[config.mk]
export PLATFORM = sky130hd
export DESIGN_NAME = slm_mode_datapath
export DESIGN_NICKNAME = d
export VERILOG_FILES = /design/src/hdl/slm_pkg.sv /design/src/hdl/slm_mode_datapath.sv
export SDC_FILE = /design/constraint.sdc
export NUM_CORES = 2
export LEC_CHECK = 0
export BUFFER_PORTS_ARGS = -buffer_cell sky130_fd_sc_hd__clkbuf_2
export CAP_MARGIN = 5
export CORE_ASPECT_RATIO = 0.8
export CORE_MARGIN = 2
export CORE_UTILIZATION = 38
export DETAILED_ROUTE_END_ITERATION = 6
export PLACE_DENSITY = 0.56
export SYNTH_ARGS = -nofsm -noshare
export SYNTH_HDL_FRONTEND = slang
export SYNTH_SLANG_ARGS = --single-unit
[constraint.sdc]
create_clock -name CLK_SYS -period 4.5 [get_ports CLK_SYS]
set_input_delay 0.225 -clock CLK_SYS [delete_from_list [all_inputs] [get_ports CLK_SYS]]
set_output_delay 0.225 -clock CLK_SYS [all_outputs]
set_load 0.02 [all_outputs]
[src/hdl/slm_pkg.sv]
/*
  Shared constants and types of the serial link mode datapath: register map,
  control field positions, character lengths, line code tables and mode codes.
  Assumes a 32-bit APB master and a single 125 MHz system clock.
*/
package slm_pkg;

  // ==========================================================================
  // Clock and buffer sizing
  localparam int unsigned CLK_SYS_HZ        = 125_000_000;
  localparam int unsigned TX_FIFO_DEPTH_DEF = 256;

  // ==========================================================================
  // Register map (byte addresses)
  localparam logic [11:0] ADDR_CTRL     = 12'h000;
  localparam logic [11:0] ADDR_STATUS   = 12'h004;
  localparam logic [11:0] ADDR_VIOL_CNT = 12'h008;

  // Control fields
  localparam int CTRL_FIFO_BYPASS  = 0;
  localparam int CTRL_CODEC_BYPASS = 1;
  localparam int CTRL_CHAR_WIDTH   = 2;
  localparam int CTRL_SPEED_BAND   = 3;
  localparam int CTRL_MULT_RANGE   = 4;
  localparam int CTRL_FRAMER_ALLOW = 5;
  localparam int CTRL_DISCARD_LO   = 6;
  localparam int CTRL_WIDTH        = 8;
  localparam logic [7:0] CTRL_RESET = 8'h24;

  // Status fields
  localparam int STAT_OFFSET_LO = 0;
  localparam int STAT_MULT_LO   = 4;
  localparam int STAT_TXMODE_LO = 6;
  localparam int STAT_RXMODE_LO = 10;
  localparam int STAT_FIFO_EMPTY = 14;
  localparam int STAT_LEVEL_LO  = 16;
  localparam int STAT_LEVEL_W   = 9;

  // ==========================================================================
  // Character lengths on the line
  localparam logic [3:0] BYTE_CHAR_BITS = 4'ha;
  localparam logic [3:0] WIDE_CHAR_BITS = 4'hc;

  // Line symbols, written first-sent bit on the left
  localparam logic [9:0]  BYTE_SYNC_SYM = 10'h311;
  localparam logic [11:0] WIDE_SYNC_SYM = 12'h623;
  localparam logic [9:0]  BYTE_VIOL_SYM = 10'h021;
  localparam logic [11:0] WIDE_VIOL_SYM = 12'h041;

  localparam logic [4:0] NIBBLE_CODE [0:15] = '{
    5'h1e, 5'h09, 5'h14, 5'h15, 5'h0a, 5'h0b, 5'h0e, 5'h0f,
    5'h12, 5'h13, 5'h16, 5'h17, 5'h1a, 5'h1b, 5'h1c, 5'h1d};

  localparam logic [9:0] BYTE_CMD_SYM [0:15] = '{
    10'h311, 10'h3ff, 10'h1ad, 10'h1b9, 10'h3e4, 10'h1a7, 10'h327, 10'h339,
    10'h084, 10'h09f, 10'h080, 10'h0e7, 10'h0f9, 10'h004, 10'h01f, 10'h000};

  localparam logic [11:0] WIDE_CMD_SYM [0:3] = '{
    12'h623, 12'hfff, 12'h75d, 12'h779};

  // ==========================================================================
  // Modes and carriers
  typedef enum logic [1:0] {
    MULT_X2P5 = 2'h0,
    MULT_X5   = 2'h1,
    MULT_X10  = 2'h2
  } slm_mult_type;

  typedef enum logic [3:0] {
    TX_SYNC_ENC  = 4'h1,
    TX_SYNC_PRE  = 4'h2,
    TX_ASYNC_ENC = 4'h4,
    TX_ASYNC_PRE = 4'h8
  } slm_tx_mode_type;

  typedef enum logic [3:0] {
    RX_SYNC_DEC    = 4'h1,
    RX_SYNC_RAW    = 4'h2,
    RX_ASYNC_DEC   = 4'h4,
    RX_ASYNC_RAW   = 4'h8
  } slm_rx_mode_type;

  typedef struct packed {
    logic       viol;
    logic       special;
    logic [3:0] cmd;
    logic [9:0] data;
  } slm_tx_char_type;

endpackage

[src/hdl/slm_mode_datapath.sv]
/*
  Mode control and parallel datapath of a serial transceiver: optional
  256-character transmit FIFO, line encoder, serializer,
  deserializer with framer, decoder and receive output register, and an APB
  register file for the mode selects.
  Assumes one bit per CLK_SYS on transmit, a recovered bit stream that arrives
  as RX_SERIAL_BIT qualified by RX_BIT_VALID, and all inputs synchronous.
*/
`timescale 1ns/100ps
module slm_mode_datapath
  import slm_pkg::*;
#(
  parameter int TX_FIFO_DEPTH = TX_FIFO_DEPTH_DEF
) (
  input  wire logic        CLK_SYS,
  input  wire logic        RESET_N,
  input  wire logic        PSEL,
  input  wire logic        PENABLE,
  input  wire logic        PWRITE,
  input  wire logic [11:0] PADDR,
  input  wire logic [31:0] PWDATA,
  output logic      [31:0] PRDATA,
  output logic             PREADY,
  output logic             PSLVERR,
  input  wire logic [9:0]  TX_PARALLEL_BUS,
  input  wire logic [3:0]  TX_COMMAND_FIELD,
  input  wire logic        TX_SPECIAL_SELECT,
  input  wire logic        TX_SEND_VIOLATION,
  input  wire logic        TX_CHAR_VALID,
  input  wire logic        TX_FIFO_WRITE,
  input  wire logic        TX_FIFO_RESET_IN,
  input  wire logic        TX_PAUSE_IN,
  output logic             TX_FIFO_READY,
  output logic             REF_CHAR_TICK,
  output logic             TX_SERIAL_BIT,
  output logic      [1:0]  SERIAL_MULT_CODE,
  input  wire logic        RX_SERIAL_BIT,
  input  wire logic        RX_BIT_VALID,
  output logic      [11:0] RX_PARALLEL_BUS,
  output logic             RX_SPECIAL_FLAG,
  output logic             RX_NODATA_FLAG_N,
  output logic             CODE_VIOLATION_FLAG,
  output logic             RX_CHAR_STROBE
);

  localparam int AW = $clog2(TX_FIFO_DEPTH);

  if (TX_FIFO_DEPTH < 4 || TX_FIFO_DEPTH > 256 || (1 << AW) != TX_FIFO_DEPTH) begin : g_chk
    $error("TX_FIFO_DEPTH must be a power of two from 4 to 256");
  end

  // ==========================================================================
  // Helpers
  function automatic logic [11:0] slm_rev(input logic [11:0] v, input logic wide);
    logic [11:0] r;
    r = '0;
    for (int i = 0; i < 12; i++) begin
      if (wide) begin
        r[i] = v[11-i];
      end else if (i < 10) begin
        r[i] = v[9-i];
      end
    end
    return r;
  endfunction

  // Returns {code valid, nibble}
  function automatic logic [4:0] slm_dec5(input logic [4:0] s);
    logic [4:0] r;
    r = '0;
    for (int i = 0; i < 16; i++) begin
      if (NIBBLE_CODE[i] == s) begin
        r = {1'b1, 4'(i)};
      end
    end
    return r;
  endfunction

  // ==========================================================================
  // APB register file
  logic [CTRL_WIDTH-1:0] ctrl;
  logic [15:0]           viol_cnt;
  logic [3:0]            frame_offset;
  logic [31:0]           status_word;
  logic [31:0]           rd_mux;
  logic                  sel_ctrl;
  logic                  sel_status;
  logic                  sel_viol;
  logic                  mapped;
  logic                  wr_access;
  logic                  rx_viol_event;

  assign sel_ctrl   = PADDR == ADDR_CTRL;
  assign sel_status = PADDR == ADDR_STATUS;
  assign sel_viol   = PADDR == ADDR_VIOL_CNT;
  assign mapped     = sel_ctrl | sel_status | sel_viol;
  assign wr_access  = PSEL & PENABLE & PWRITE & mapped;
  assign PREADY     = 1'b1;
  assign PSLVERR    = PSEL & PENABLE & ~mapped;
  assign rd_mux     = sel_ctrl   ? {24'h000000, ctrl} :
                      sel_status ? status_word :
                      sel_viol   ? {16'h0000, viol_cnt} : 32'h00000000;

  always_ff @(posedge CLK_SYS or negedge RESET_N) begin
    if (!RESET_N) begin
      ctrl   <= CTRL_RESET;
      PRDATA <= 32'h00000000;
    end else begin
      if (PSEL & ~PENABLE) begin
        PRDATA <= rd_mux;
      end
      if (wr_access & sel_ctrl) begin
        ctrl <= PWDATA[CTRL_WIDTH-1:0];
      end
    end
  end

  // A violation in the clearing cycle still counts as one
  always_ff @(posedge CLK_SYS or negedge RESET_N) begin
    if (!RESET_N) begin
      viol_cnt <= 16'h0000;
    end else if (wr_access & sel_viol) begin
      viol_cnt <= {15'h0000, rx_viol_event};
    end else if (rx_viol_event && viol_cnt != 16'hffff) begin
      viol_cnt <= viol_cnt + 16'h0001;
    end
  end

  // ==========================================================================
  // Mode decode
  logic            fifo_bypass_select;
  logic            codec_bypass_select;
  logic            char_width_select;
  logic            framer_allow;
  logic [1:0]      discard_policy;
  logic            wide;
  logic            tx_sync;
  logic [3:0]      char_len;
  slm_tx_mode_type tx_mode;
  slm_rx_mode_type rx_mode;
  slm_mult_type    next_mult;

  assign fifo_bypass_select  = ctrl[CTRL_FIFO_BYPASS];
  assign codec_bypass_select = ctrl[CTRL_CODEC_BYPASS];
  assign char_width_select   = ctrl[CTRL_CHAR_WIDTH];
  assign framer_allow        = ctrl[CTRL_FRAMER_ALLOW];
  assign discard_policy      = ctrl[CTRL_DISCARD_LO +: 2];
  // Width select high means byte characters with 4-bit commands
  assign wide     = ~char_width_select;
  assign char_len = wide ? WIDE_CHAR_BITS : BYTE_CHAR_BITS;
  // FIFO bypass low selects the synchronous transmit modes
  assign tx_sync  = ~fifo_bypass_select;
  assign tx_mode  = tx_sync ? (codec_bypass_select ? TX_SYNC_PRE : TX_SYNC_ENC)
                            : (codec_bypass_select ? TX_ASYNC_PRE : TX_ASYNC_ENC);
  assign rx_mode  = tx_sync ? (codec_bypass_select ? RX_SYNC_RAW : RX_SYNC_DEC)
                            : (codec_bypass_select ? RX_ASYNC_RAW : RX_ASYNC_DEC);
  // Synchronous modes never run at 2.5x
  assign next_mult = tx_sync ? (ctrl[CTRL_MULT_RANGE] ? MULT_X10 : MULT_X5) :
                     (!ctrl[CTRL_SPEED_BAND]) ? MULT_X2P5 :
                     (ctrl[CTRL_MULT_RANGE] ? MULT_X10 : MULT_X5);

  always_ff @(posedge CLK_SYS or negedge RESET_N) begin
    if (!RESET_N) begin
      SERIAL_MULT_CODE <= MULT_X10;
    end else begin
      SERIAL_MULT_CODE <= next_mult;
    end
  end

  // ==========================================================================
  // Transmit FIFO, used only in the asynchronous modes
  slm_tx_char_type port_char;
  slm_tx_char_type fifo_head;
  slm_tx_char_type fifo_mem [TX_FIFO_DEPTH];
  logic [AW-1:0]   wr_ptr;
  logic [AW-1:0]   rd_ptr;
  logic [AW:0]     fifo_level;
  logic            fifo_empty;
  logic            fifo_full;
  logic            fifo_push;
  logic            fifo_pop;
  logic            fifo_clear;
  logic            tx_tick;

  assign port_char  = '{viol: TX_SEND_VIOLATION, special: TX_SPECIAL_SELECT,
                        cmd: TX_COMMAND_FIELD, data: TX_PARALLEL_BUS};
  assign fifo_head  = fifo_mem[rd_ptr];
  assign fifo_empty = fifo_level == '0;
  assign fifo_full  = fifo_level == (AW+1)'(TX_FIFO_DEPTH);
  assign fifo_clear = ~tx_sync & TX_FIFO_RESET_IN;
  assign fifo_push  = ~tx_sync & TX_FIFO_WRITE & ~fifo_full & ~TX_FIFO_RESET_IN;
  assign fifo_pop   = ~tx_sync & tx_tick & ~fifo_empty & ~TX_PAUSE_IN;
  assign TX_FIFO_READY = ~tx_sync & ~fifo_full & ~TX_FIFO_RESET_IN;

  always_ff @(posedge CLK_SYS) begin
    if (fifo_push) begin
      fifo_mem[wr_ptr] <= port_char;
    end
  end

  // Accepts one write per clock, which covers any writer up to 125 MHz
  always_ff @(posedge CLK_SYS or negedge RESET_N) begin
    if (!RESET_N) begin
      wr_ptr     <= '0;
      rd_ptr     <= '0;
      fifo_level <= '0;
    end else if (fifo_clear) begin
      wr_ptr     <= '0;
      rd_ptr     <= '0;
      fifo_level <= '0;
    end else begin
      wr_ptr     <= wr_ptr + AW'(fifo_push);
      rd_ptr     <= rd_ptr + AW'(fifo_pop);
      fifo_level <= fifo_level + (AW+1)'(fifo_push) - (AW+1)'(fifo_pop);
    end
  end

  // ==========================================================================
  // Encoder and serializer
  slm_tx_char_type src_char;
  logic            src_valid;
  logic [11:0]     data_sym;
  logic [11:0]     cmd_sym;
  logic [11:0]     sync_sym;
  logic [11:0]     enc_sym;
  logic [11:0]     next_word;
  logic [11:0]     tx_shift;
  logic [3:0]      tx_cnt;

  assign tx_tick       = tx_cnt >= char_len - 4'h1;
  assign REF_CHAR_TICK = tx_tick;
  assign src_char  = tx_sync ? port_char : fifo_head;
  // Pause and FIFO reset play no part while synchronous
  assign src_valid = tx_sync ? TX_CHAR_VALID : (~fifo_empty & ~TX_PAUSE_IN);
  assign sync_sym  = wide ? WIDE_SYNC_SYM : {2'b00, BYTE_SYNC_SYM};
  // Wide data halves are a nibble code plus the fifth bit
  assign data_sym  = wide ?
    {NIBBLE_CODE[src_char.data[8:5]], src_char.data[9],
     NIBBLE_CODE[src_char.data[3:0]], src_char.data[4]} :
    {2'b00, NIBBLE_CODE[src_char.data[7:4]], NIBBLE_CODE[src_char.data[3:0]]};
  assign cmd_sym   = wide ? WIDE_CMD_SYM[src_char.cmd[1:0]]
                          : {2'b00, BYTE_CMD_SYM[src_char.cmd]};
  assign enc_sym   = src_char.viol    ? (wide ? WIDE_VIOL_SYM : {2'b00, BYTE_VIOL_SYM}) :
                     src_char.special ? cmd_sym : data_sym;

  always_comb begin
    next_word = slm_rev(sync_sym, wide);
    unique case (tx_mode)
      TX_SYNC_ENC, TX_ASYNC_ENC: begin
        if (src_valid) begin
          next_word = slm_rev(enc_sym, wide);
        end
      end
      TX_SYNC_PRE, TX_ASYNC_PRE: begin
        // Low command bits extend the raw word, sent bit 0 first
        if (src_valid) begin
          next_word = {src_char.cmd[1:0], src_char.data};
        end
      end
    endcase
  end

  always_ff @(posedge CLK_SYS or negedge RESET_N) begin
    if (!RESET_N) begin
      tx_cnt   <= 4'h0;
      tx_shift <= 12'h000;
    end else if (tx_tick) begin
      tx_cnt   <= 4'h0;
      tx_shift <= next_word;
    end else begin
      tx_cnt   <= tx_cnt + 4'h1;
      tx_shift <= {1'b0, tx_shift[11:1]};
    end
  end

  assign TX_SERIAL_BIT = tx_shift[0];

  // ==========================================================================
  // Deserializer, framer and decoder
  logic [11:0] rx_win;
  logic [11:0] next_win;
  logic [11:0] rx_sym;
  logic [3:0]  rx_cnt;
  logic        sync_hit;
  logic        rx_done;
  logic        decoded;
  logic [4:0]  d_hi;
  logic [4:0]  d_lo;
  logic        data_ok;
  logic        cmd_hit;
  logic [3:0]  cmd_idx;
  logic [9:0]  rx_data;
  logic        rx_bad;
  logic        rx_is_sync;

  assign next_win = {rx_win[10:0], RX_SERIAL_BIT};
  assign rx_sym   = wide ? next_win : {2'b00, next_win[9:0]};
  assign sync_hit = framer_allow & RX_BIT_VALID &
                    (rx_sym == sync_sym);
  assign rx_done  = RX_BIT_VALID & ((rx_cnt >= char_len - 4'h1) | sync_hit);
  assign decoded  = ~codec_bypass_select;
  assign d_hi     = wide ? slm_dec5(rx_sym[11:7]) : slm_dec5(rx_sym[9:5]);
  assign d_lo     = wide ? slm_dec5(rx_sym[5:1])  : slm_dec5(rx_sym[4:0]);
  assign data_ok  = d_hi[4] & d_lo[4];
  assign rx_data  = wide ? {rx_sym[6], d_hi[3:0], rx_sym[0], d_lo[3:0]}
                         : {2'b00, d_hi[3:0], d_lo[3:0]};

  always_comb begin
    cmd_hit = 1'b0;
    cmd_idx = 4'h0;
    for (int i = 0; i < 16; i++) begin
      if (!cmd_hit && (wide ? (i < 4 && rx_sym == WIDE_CMD_SYM[i & 3])
                            : rx_sym[9:0] == BYTE_CMD_SYM[i])) begin
        cmd_hit = 1'b1;
        cmd_idx = 4'(i);
      end
    end
  end

  assign rx_is_sync    = cmd_hit & (cmd_idx == 4'h0);
  assign rx_bad        = decoded & ~cmd_hit & ~data_ok;
  assign rx_viol_event = rx_done & rx_bad;

  always_ff @(posedge CLK_SYS or negedge RESET_N) begin
    if (!RESET_N) begin
      rx_win       <= 12'h000;
      rx_cnt       <= 4'h0;
      frame_offset <= 4'h0;
    end else if (RX_BIT_VALID) begin
      rx_win <= next_win;
      rx_cnt <= rx_done ? 4'h0 : rx_cnt + 4'h1;
      if (sync_hit) begin
        frame_offset <= rx_cnt;
      end
    end
  end

  // Output register: the receive FIFO is not built, so all receive classes
  // present characters here as they complete
  always_ff @(posedge CLK_SYS or negedge RESET_N) begin
    if (!RESET_N) begin
      RX_PARALLEL_BUS     <= 12'h000;
      RX_SPECIAL_FLAG     <= 1'b0;
      RX_NODATA_FLAG_N    <= 1'b1;
      CODE_VIOLATION_FLAG <= 1'b0;
      RX_CHAR_STROBE      <= 1'b0;
    end else begin
      RX_CHAR_STROBE <= rx_done;
      if (rx_done) begin
        if (decoded) begin
          RX_PARALLEL_BUS <= !cmd_hit ? {2'b00, rx_data} :
                             wide ? {cmd_idx[1:0], 10'h000} : {cmd_idx, 8'h00};
          RX_SPECIAL_FLAG <= cmd_hit;
        end else begin
          RX_PARALLEL_BUS <= slm_rev(rx_sym, wide);
          RX_SPECIAL_FLAG <= 1'b0;
        end
        RX_NODATA_FLAG_N    <= ~(decoded & rx_is_sync & (discard_policy != 2'b00));
        CODE_VIOLATION_FLAG <= rx_bad;
      end
    end
  end

  assign status_word = {7'h00, STAT_LEVEL_W'(fifo_level), 1'b0, fifo_empty,
                        rx_mode, tx_mode, SERIAL_MULT_CODE, frame_offset};
endmodule

==> Word level (Yosys, flattened, before mapping) <==
Memory sizes are Yosys's and may differ from the RTL's.
Index checks and enable logic that the tools add are counted.
{ "op_classes": {"n_addsub": 8, "mul": 0, "n_div": 0, "n_lt_le_gt_ge": 7, "n_eq_ne": 92, "shift": 0, "n_mux": 197, "n_bitwise": 45, "reduce_logical": 40} }
{ "ops": {"columns": ["cell", "n"], "rows": [
  ["$mux 5", 72],
  ["$eq 5x5->1 const A", 44],
  ["$mux 12", 13],
  ["$eq 4x5->1 const A", 20],
  ["$mux 1", 73],
  ["$mux 4", 18],
  ["$mux 16", 4],
  ["$eq 10x10->1 const B", 5],
  ["$eq 10x8->1 const B", 5],
  ["$mux 25", 2],
  ["$eq 12x11->1 const B", 3],
  ["$eq 10x9->1 const B", 3],
  ["$mux 10", 3],
  ["$and 1x1->1", 27],
  ["$bmux 12 s2", 1],
  ["$pmux 12 s2", 1],
  ["$ge 5x5->1 const B", 4],
  ["$not 4->5", 4],
  ["$add 16x1->16 const B", 1],
  ["$add 8x1->8", 2],
  ["$logic_and 1x1->1", 16],
  ["$mux 8", 2],
  ["$ne 16x16->1 const B", 1],
  ["$logic_not 1->1", 15],
  ["other kinds (32)", 50]
]} }
{ "word_totals": {"regBits": 134, "latch_bits": 0, "ram_bits": 4096, "romBits": 400, "inputBits": 71, "output_inout_bits": 55, "word_cells": 411, "n_memories": 5} }
{ "memory_table": {"columns": ["name", "depth", "word_bits", "read_ports", "rd_ports_with_merged_regs", "wr", "line", "text"], "rows": [
  ["fifo_mem", 256, 16, 1, 0, 1, "slm_mode_datapath.sv:174", "slm_tx_char_type fifo_mem [TX_FIFO_DEPTH];"],
  ["(no name shown)", 16, 10, 1, 0, 0, "slm_mode_datapath.sv:242", ": {2'b00, BYTE_CMD_SYM[src_char.cmd]};"],
  ["(no name shown)", 16, 5, 1, 0, 0, "slm_mode_datapath.sv:240", "{2'b00, NIBBLE_CODE[src_char.data[7:4]], NIBBLE_CODE[src_char.data[3:0]]};"],
  ["(no name shown)", 16, 5, 1, 0, 0, "slm_mode_datapath.sv:240", null],
  ["(no name shown)", 16, 5, 1, 0, 0, "slm_mode_datapath.sv:238", "{NIBBLE_CODE[src_char.data[8:5]], src_char.data[9],"]
]} }

==> Depth between registers and ports, before layout <==
{ "logic_depth": {"word_depth": 56, "mapped_depth": 20, "mapped_depth_nobuf": 18} }

==> Least setup slack after synthesis <==
OpenSTA, ideal clock, no wires.
{ "synth_path": {"kind": "reg-to-reg", "start": "reg rd_ptr[0]", "end": "reg tx_shift[4]", "t_arrival_ns": 3.856, "required_ns": 4.361, "path_slack_ns": 0.505, "stages_incl_launch_ff": 17, "path_cell_list": "dfrtp_1 -> buf_6 -> buf_8 -> buf_12 -> buf_8 -> buf_6 -> mux4_2 -> a221oi_1 -> o22ai_1 -> o311ai_1 -> o2111ai_1 -> inv_1 -> ha_1 -> nor2_1 -> or4b_1 -> a211oi_1 -> o41ai_1"} }
{ "synth_via": {"elab_chain_cells": 13} }
{ "synth_lines": {"columns": ["item", "line", "text"], "rows": [
  ["start: declaration", "slm_mode_datapath.sv:176", "logic [AW-1:0] rd_ptr;"],
  ["start signal: assignment", "slm_mode_datapath.sv:213", "rd_ptr <= rd_ptr + AW'(fifo_pop);"],
  ["$mem_v2 256x16 *", null, null],
  ["$mux 16 *", "slm_mode_datapath.sv:232", "assign src_char = tx_sync ? port_char : fifo_head;"],
  ["$not 4->5 (not written as such) (tied with other cells)", "slm_mode_datapath.sv:238", null],
  ["$mem_v2 16x5 (tied with other cells)", null, null],
  ["$mux 5 (not written as such) (tied with other cells) (2 in series)", "slm_mode_datapath.sv:238", null],
  ["$mux 12, on equally long branches", "slm_mode_datapath.sv:237, slm_mode_datapath.sv:241", null],
  ["$mux 12", "slm_mode_datapath.sv:244", "src_char.special ? cmd_sym : data_sym;"],
  ["$mux 12", "slm_mode_datapath.sv:243", "assign enc_sym = src_char.viol ? (wide ? WIDE_VIOL_SYM : {2'b00, BYTE_VIOL_SYM}) :"],
  ["$mux 1", "slm_mode_datapath.sv:58", "if (wide) begin"],
  ["$mux 12", "slm_mode_datapath.sv:250", "if (src_valid) begin"],
  ["$pmux 12 s2 *", "slm_mode_datapath.sv:248", "unique case (tx_mode)"],
  ["$mux 12 *", "slm_mode_datapath.sv:267", "end else if (tx_tick) begin"],
  ["end signal: assignment", "slm_mode_datapath.sv:269", "tx_shift <= next_word;"],
  ["end signal: assignment", "slm_mode_datapath.sv:272", "tx_shift <= {1'b0, tx_shift[11:1]};"],
  ["end: declaration", "slm_mode_datapath.sv:227", "logic [11:0] tx_shift;"]
]} }
Every way passes the cells marked *; elsewhere a longest branch is shown, timed or not. The select of a mux whose other input is x is not followed.
A chain may end at the register's enable or synchronous reset.

==> Worst setup path after layout <==
{ "layout_path": {"start": "reg rd_ptr[0]", "end": "reg tx_shift[6]"} }
{ "layout_via": {"elab_chain_cells": 13} }
{ "layout_lines": {"columns": ["item", "line"], "rows": [
  ["$mem_v2 256x16 *", null],
  ["$mux 16 *", "slm_mode_datapath.sv:232"],
  ["$not 4->5 (not written as such) (tied with other cells)", "slm_mode_datapath.sv:239, slm_mode_datapath.sv:240"],
  ["$mem_v2 16x5 (tied with other cells)", null],
  ["$mux 5 (not written as such) (tied with other cells) (2 in series)", "slm_mode_datapath.sv:240"],
  ["$mux 12, on equally long branches", "slm_mode_datapath.sv:237, slm_mode_datapath.sv:241"],
  ["$mux 12", "slm_mode_datapath.sv:244"],
  ["$mux 12", "slm_mode_datapath.sv:243"],
  ["$mux 1", "slm_mode_datapath.sv:58"],
  ["$mux 12", "slm_mode_datapath.sv:250"],
  ["$pmux 12 s2 *", "slm_mode_datapath.sv:248"],
  ["$mux 12 *", "slm_mode_datapath.sv:267"]
]} }
Marked as above.

==> flow_metrics.tcl <==
set metrics [dict create \
    hold_viol_final 0 \
    critPathArrivalTime_ps 5520 \
    cp-start-kind "flip-flop" \
    cts.sinks 4223 \
    synthesis.instances 8181 \
    clockPowerShare_pct 38.7 \
    synth_edf_count 4096 \
    fin_util_pct 45.19 \
    die_y_um 596.4 \
    grt_util_all_layers_pct 24.43 \
    start_util_pct 38.16 \
    swShare_pct 23.98 \
    slew_violations 0 \
    dp_cells 14710 \
    cp.required_ps 5390 \
    fin_cells 15610 \
    p_int_mw 67.08 \
    ioPinCount 126 \
    wl_per_cell_um 35.41 \
    dpl.hpwl_um 360300 \
    finalWorstSetupSlack_ps -130.6 \
    clock_latency_ps 1040 \
    r2r_end "tx_shift[6]$_DFF_PN0_" \
    status "finished with violations" \
    grt_max_degree 203 \
    grt_pass1_vias 89040 \
    synthArstFlopShare_pct 3.007 \
    totalWireLength_um 552700 \
    reg2reg_setup_slack_ps -130 \
    h-tree-depth 5 \
    antenna_left 0 \
    finClkSkew_ps 79.82 \
    min_path_cells 7 \
    syn2layout_area_growth_pct 18.44 \
    layout-drive-gt1-share_pct 31.87 \
    drt_iter0_drc 14440 \
    clock-root-buffer "clkbuf_16" \
    dr.pass1.iters 6 \
    hp-start "PADDR[8]" \
    fin_crit_ps 4631 \
    failed_checks "negative setup slack" \
    rows 217 \
    p_leak_nw 62.62 \
    overflow 0 \
    r2r_start "rd_ptr[0]$_DFF_PN0_" \
    drc_errors 0 \
    post-route-period-util_pct 102.9 \
    crit_type "reg -> reg" \
    layout_commonest_cell "edfxtp_1" \
    synth_ff_type "edfxtp_1" \
    antenna_found_initial 53 \
    cts_made_buffers 405 \
    relSlewSlack_pct 6.211 \
    vias_per_cell 5.931 \
    ys_ff_latch 4223 \
    clockBufferDepth 4 \
    grt_setup_unrepaired "true" \
    tritoncts "yes" \
    core_area_um2 436900 \
    end_kind "flip-flop" \
    seq_power_share_pct 49.4 \
    fin_nets 9538 \
    yosysWarnings 0 \
    powerDensity_nw_per_um2 447.0 \
    startpoint "rd_ptr[0]$_DFF_PN0_" \
    hp-class "in -> reg" \
    die_w_um 744.5 \
    ir_drop_mv 0.3432 \
    ff2ff_path_depth 16 \
    multi_input_area_um2 38110 \
    setup_violations 3 \
    yosysUniqueCellTypes 109 \
    netlist_area_um2 166700 \
    cp_max_fo 16 \
    clkTransAtPathRegs_ps 70 \
    gp_congestion 0.9464 \
    holdPathEnd "PRDATA[20]$_DFFE_PN0P_" \
    numPortBuffers 93 \
    combinationalPowerShare_pct 11.9 \
    filler_cell_count 36730 \
    ys_seq_area_share_pct 75.70 \
    drv_cap 0 \
    final_cell_mix "edfxtp_1 (4,096), buf_4 (1,001), mux4_2 (882), clkbuf_16 (408), mux2i_1 (402)" \
    netSwitchingPower_mw 21.16 \
    grt_pass1_wl_um 753000 \
    die-area_um2 444000 \
    syn_area_per_cell_um2 20.38 \
    max_freq_mhz 216.0 \
    seq_area_um2 126200 \
    via_count 92570 \
    tightest_slew_ps 1407 \
]
==> final cells by class <==
type,count,area share (%)
flip-flops and latches,4223,63.93
multi-input cells,3419,19.30
repair buffers,1349,6.346
clock buffers,490,5.326
well taps,5803,3.678
clock inverters,261,1.311
inverters,40,0.08366
diodes,22,0.02789
==> state kept, by name, summed over array words and instances (netlist names), 8 cells and up <==
register,count
rd_ptr,8
wr_ptr,8
ctrl,8
RX_PARALLEL_BUS,12
fifo_level,9
tx_shift,12
viol_cnt,16
fifo_mem,4096
PRDATA,25
rx_win,11
==> power groups by stage <==
stage,registers (mW),clock network [mW],logic [mW]
floorplan,44.3,0,6.45
global placement,44.4,0,9.75
detailed placement,44.4,0,9.86
CTS,43.5,34.6,10.3
global route,43.6,36.1,11.1
finish,43.6,34.1,10.5
==> critical path, cell delays in order (launching register included) <==
cell,delay (ps)
dfrtp_4,530
buf_16,240
buf_16,210
buf_12,200
mux4_2,510
mux2_2,410
a211oi_1,280
a31oi_1,170
a32o_2,390
and3_4,200
buf_4,170
nor4b_2,280
a32oi_2,110
buf_4,160
buf_4,120
a311oi_1,300
nor2_1,100
==> worst max-delay path by stage <==
| stage | endpoint | slack, ps |
|---|---|---|
| floorplan | tx_shift[4]$_DFF_PN0_ | 510 |
| global placement | tx_shift[8]$_DFF_PN0_ | -940 |
| detailed placement | tx_shift[8]$_DFF_PN0_ | -790 |
| CTS | tx_shift[1]$_DFF_PN0_ | 4 |
| global route | tx_shift[5]$_DFF_PN0_ | -150 |
| finish | tx_shift[6]$_DFF_PN0_ | -130 |
==> metrics by stage <==
stage | instance area [um^2] | TNS, ps | hold WS, ps | power [mW] | worst slack (ps)
after CTS | 196800 | 0 | 88.72 | 88.42 | 3.812
final | 197400 | -175.2 | 205.0 | 88.24 | -130.6
after global routing | 197400 | -649.8 | 168.0 | 90.73 | -145.4
after floorplan | 166700 | 0 | -70.59 | 50.77 | 505.3
after detailed placement | 182200 | -6394 | 222.3 | 54.24 | -786.2
after global placement | 182200 | -7191 | 203.2 | 54.12 | -937.1
==> Yosys cell counts (68+ instances only) <==
master    count  area (um^2)
o21ai_0     112        560.5
mux4_2      882        19860
dfrtp_1     123         3078
a22oi_1     210         1577
nand3_1      90        450.4
mux2i_1     405         4054
edfxtp_1   4096       123000
buf_6        68        765.7
nand2_1     295         1107
o22ai_1      89        556.8
a21oi_1     142        710.7
nor2_1      410         1539
buf_2        85        425.4
clkbuf_1    223        837.1
==> cells by family after synthesis <==
family / count (synthesis) / synth area share, %
AND/OR/NAND/NOR: 1063 / 2.903
AO/OA/AOI/OAI: 924 / 3.946
XOR/XNOR: 35 / 0.1839
flip-flops: 4223 / 75.70
adder cells (fa/ha/maj): 29 / 0.2222
other: 2 / 0.004505
multiplexers: 1360 / 14.94
buffers and inverters: 545 / 2.101
==> metal layers <==
metal  part of all wire (%)  vias up  GRT usage (%)
li1                       -    36550              -
met1                     42    49670          36.35
met2                     43     5489          34.58
met3                     12      836          7.575
met4                    3.1       24          6.817
met5                  0.092        -         0.5639
==> repair_timing <==
action	in CTS	in global routing
cloned	5	2
pin swaps	12	14
setup endpoints to repair	12	12
hold buffers	70	0
setup buffers	23	20
hold endpoints to repair	1101	0
resized for setup	77	84
No activity file was read; power rests on OpenSTA's default activity.
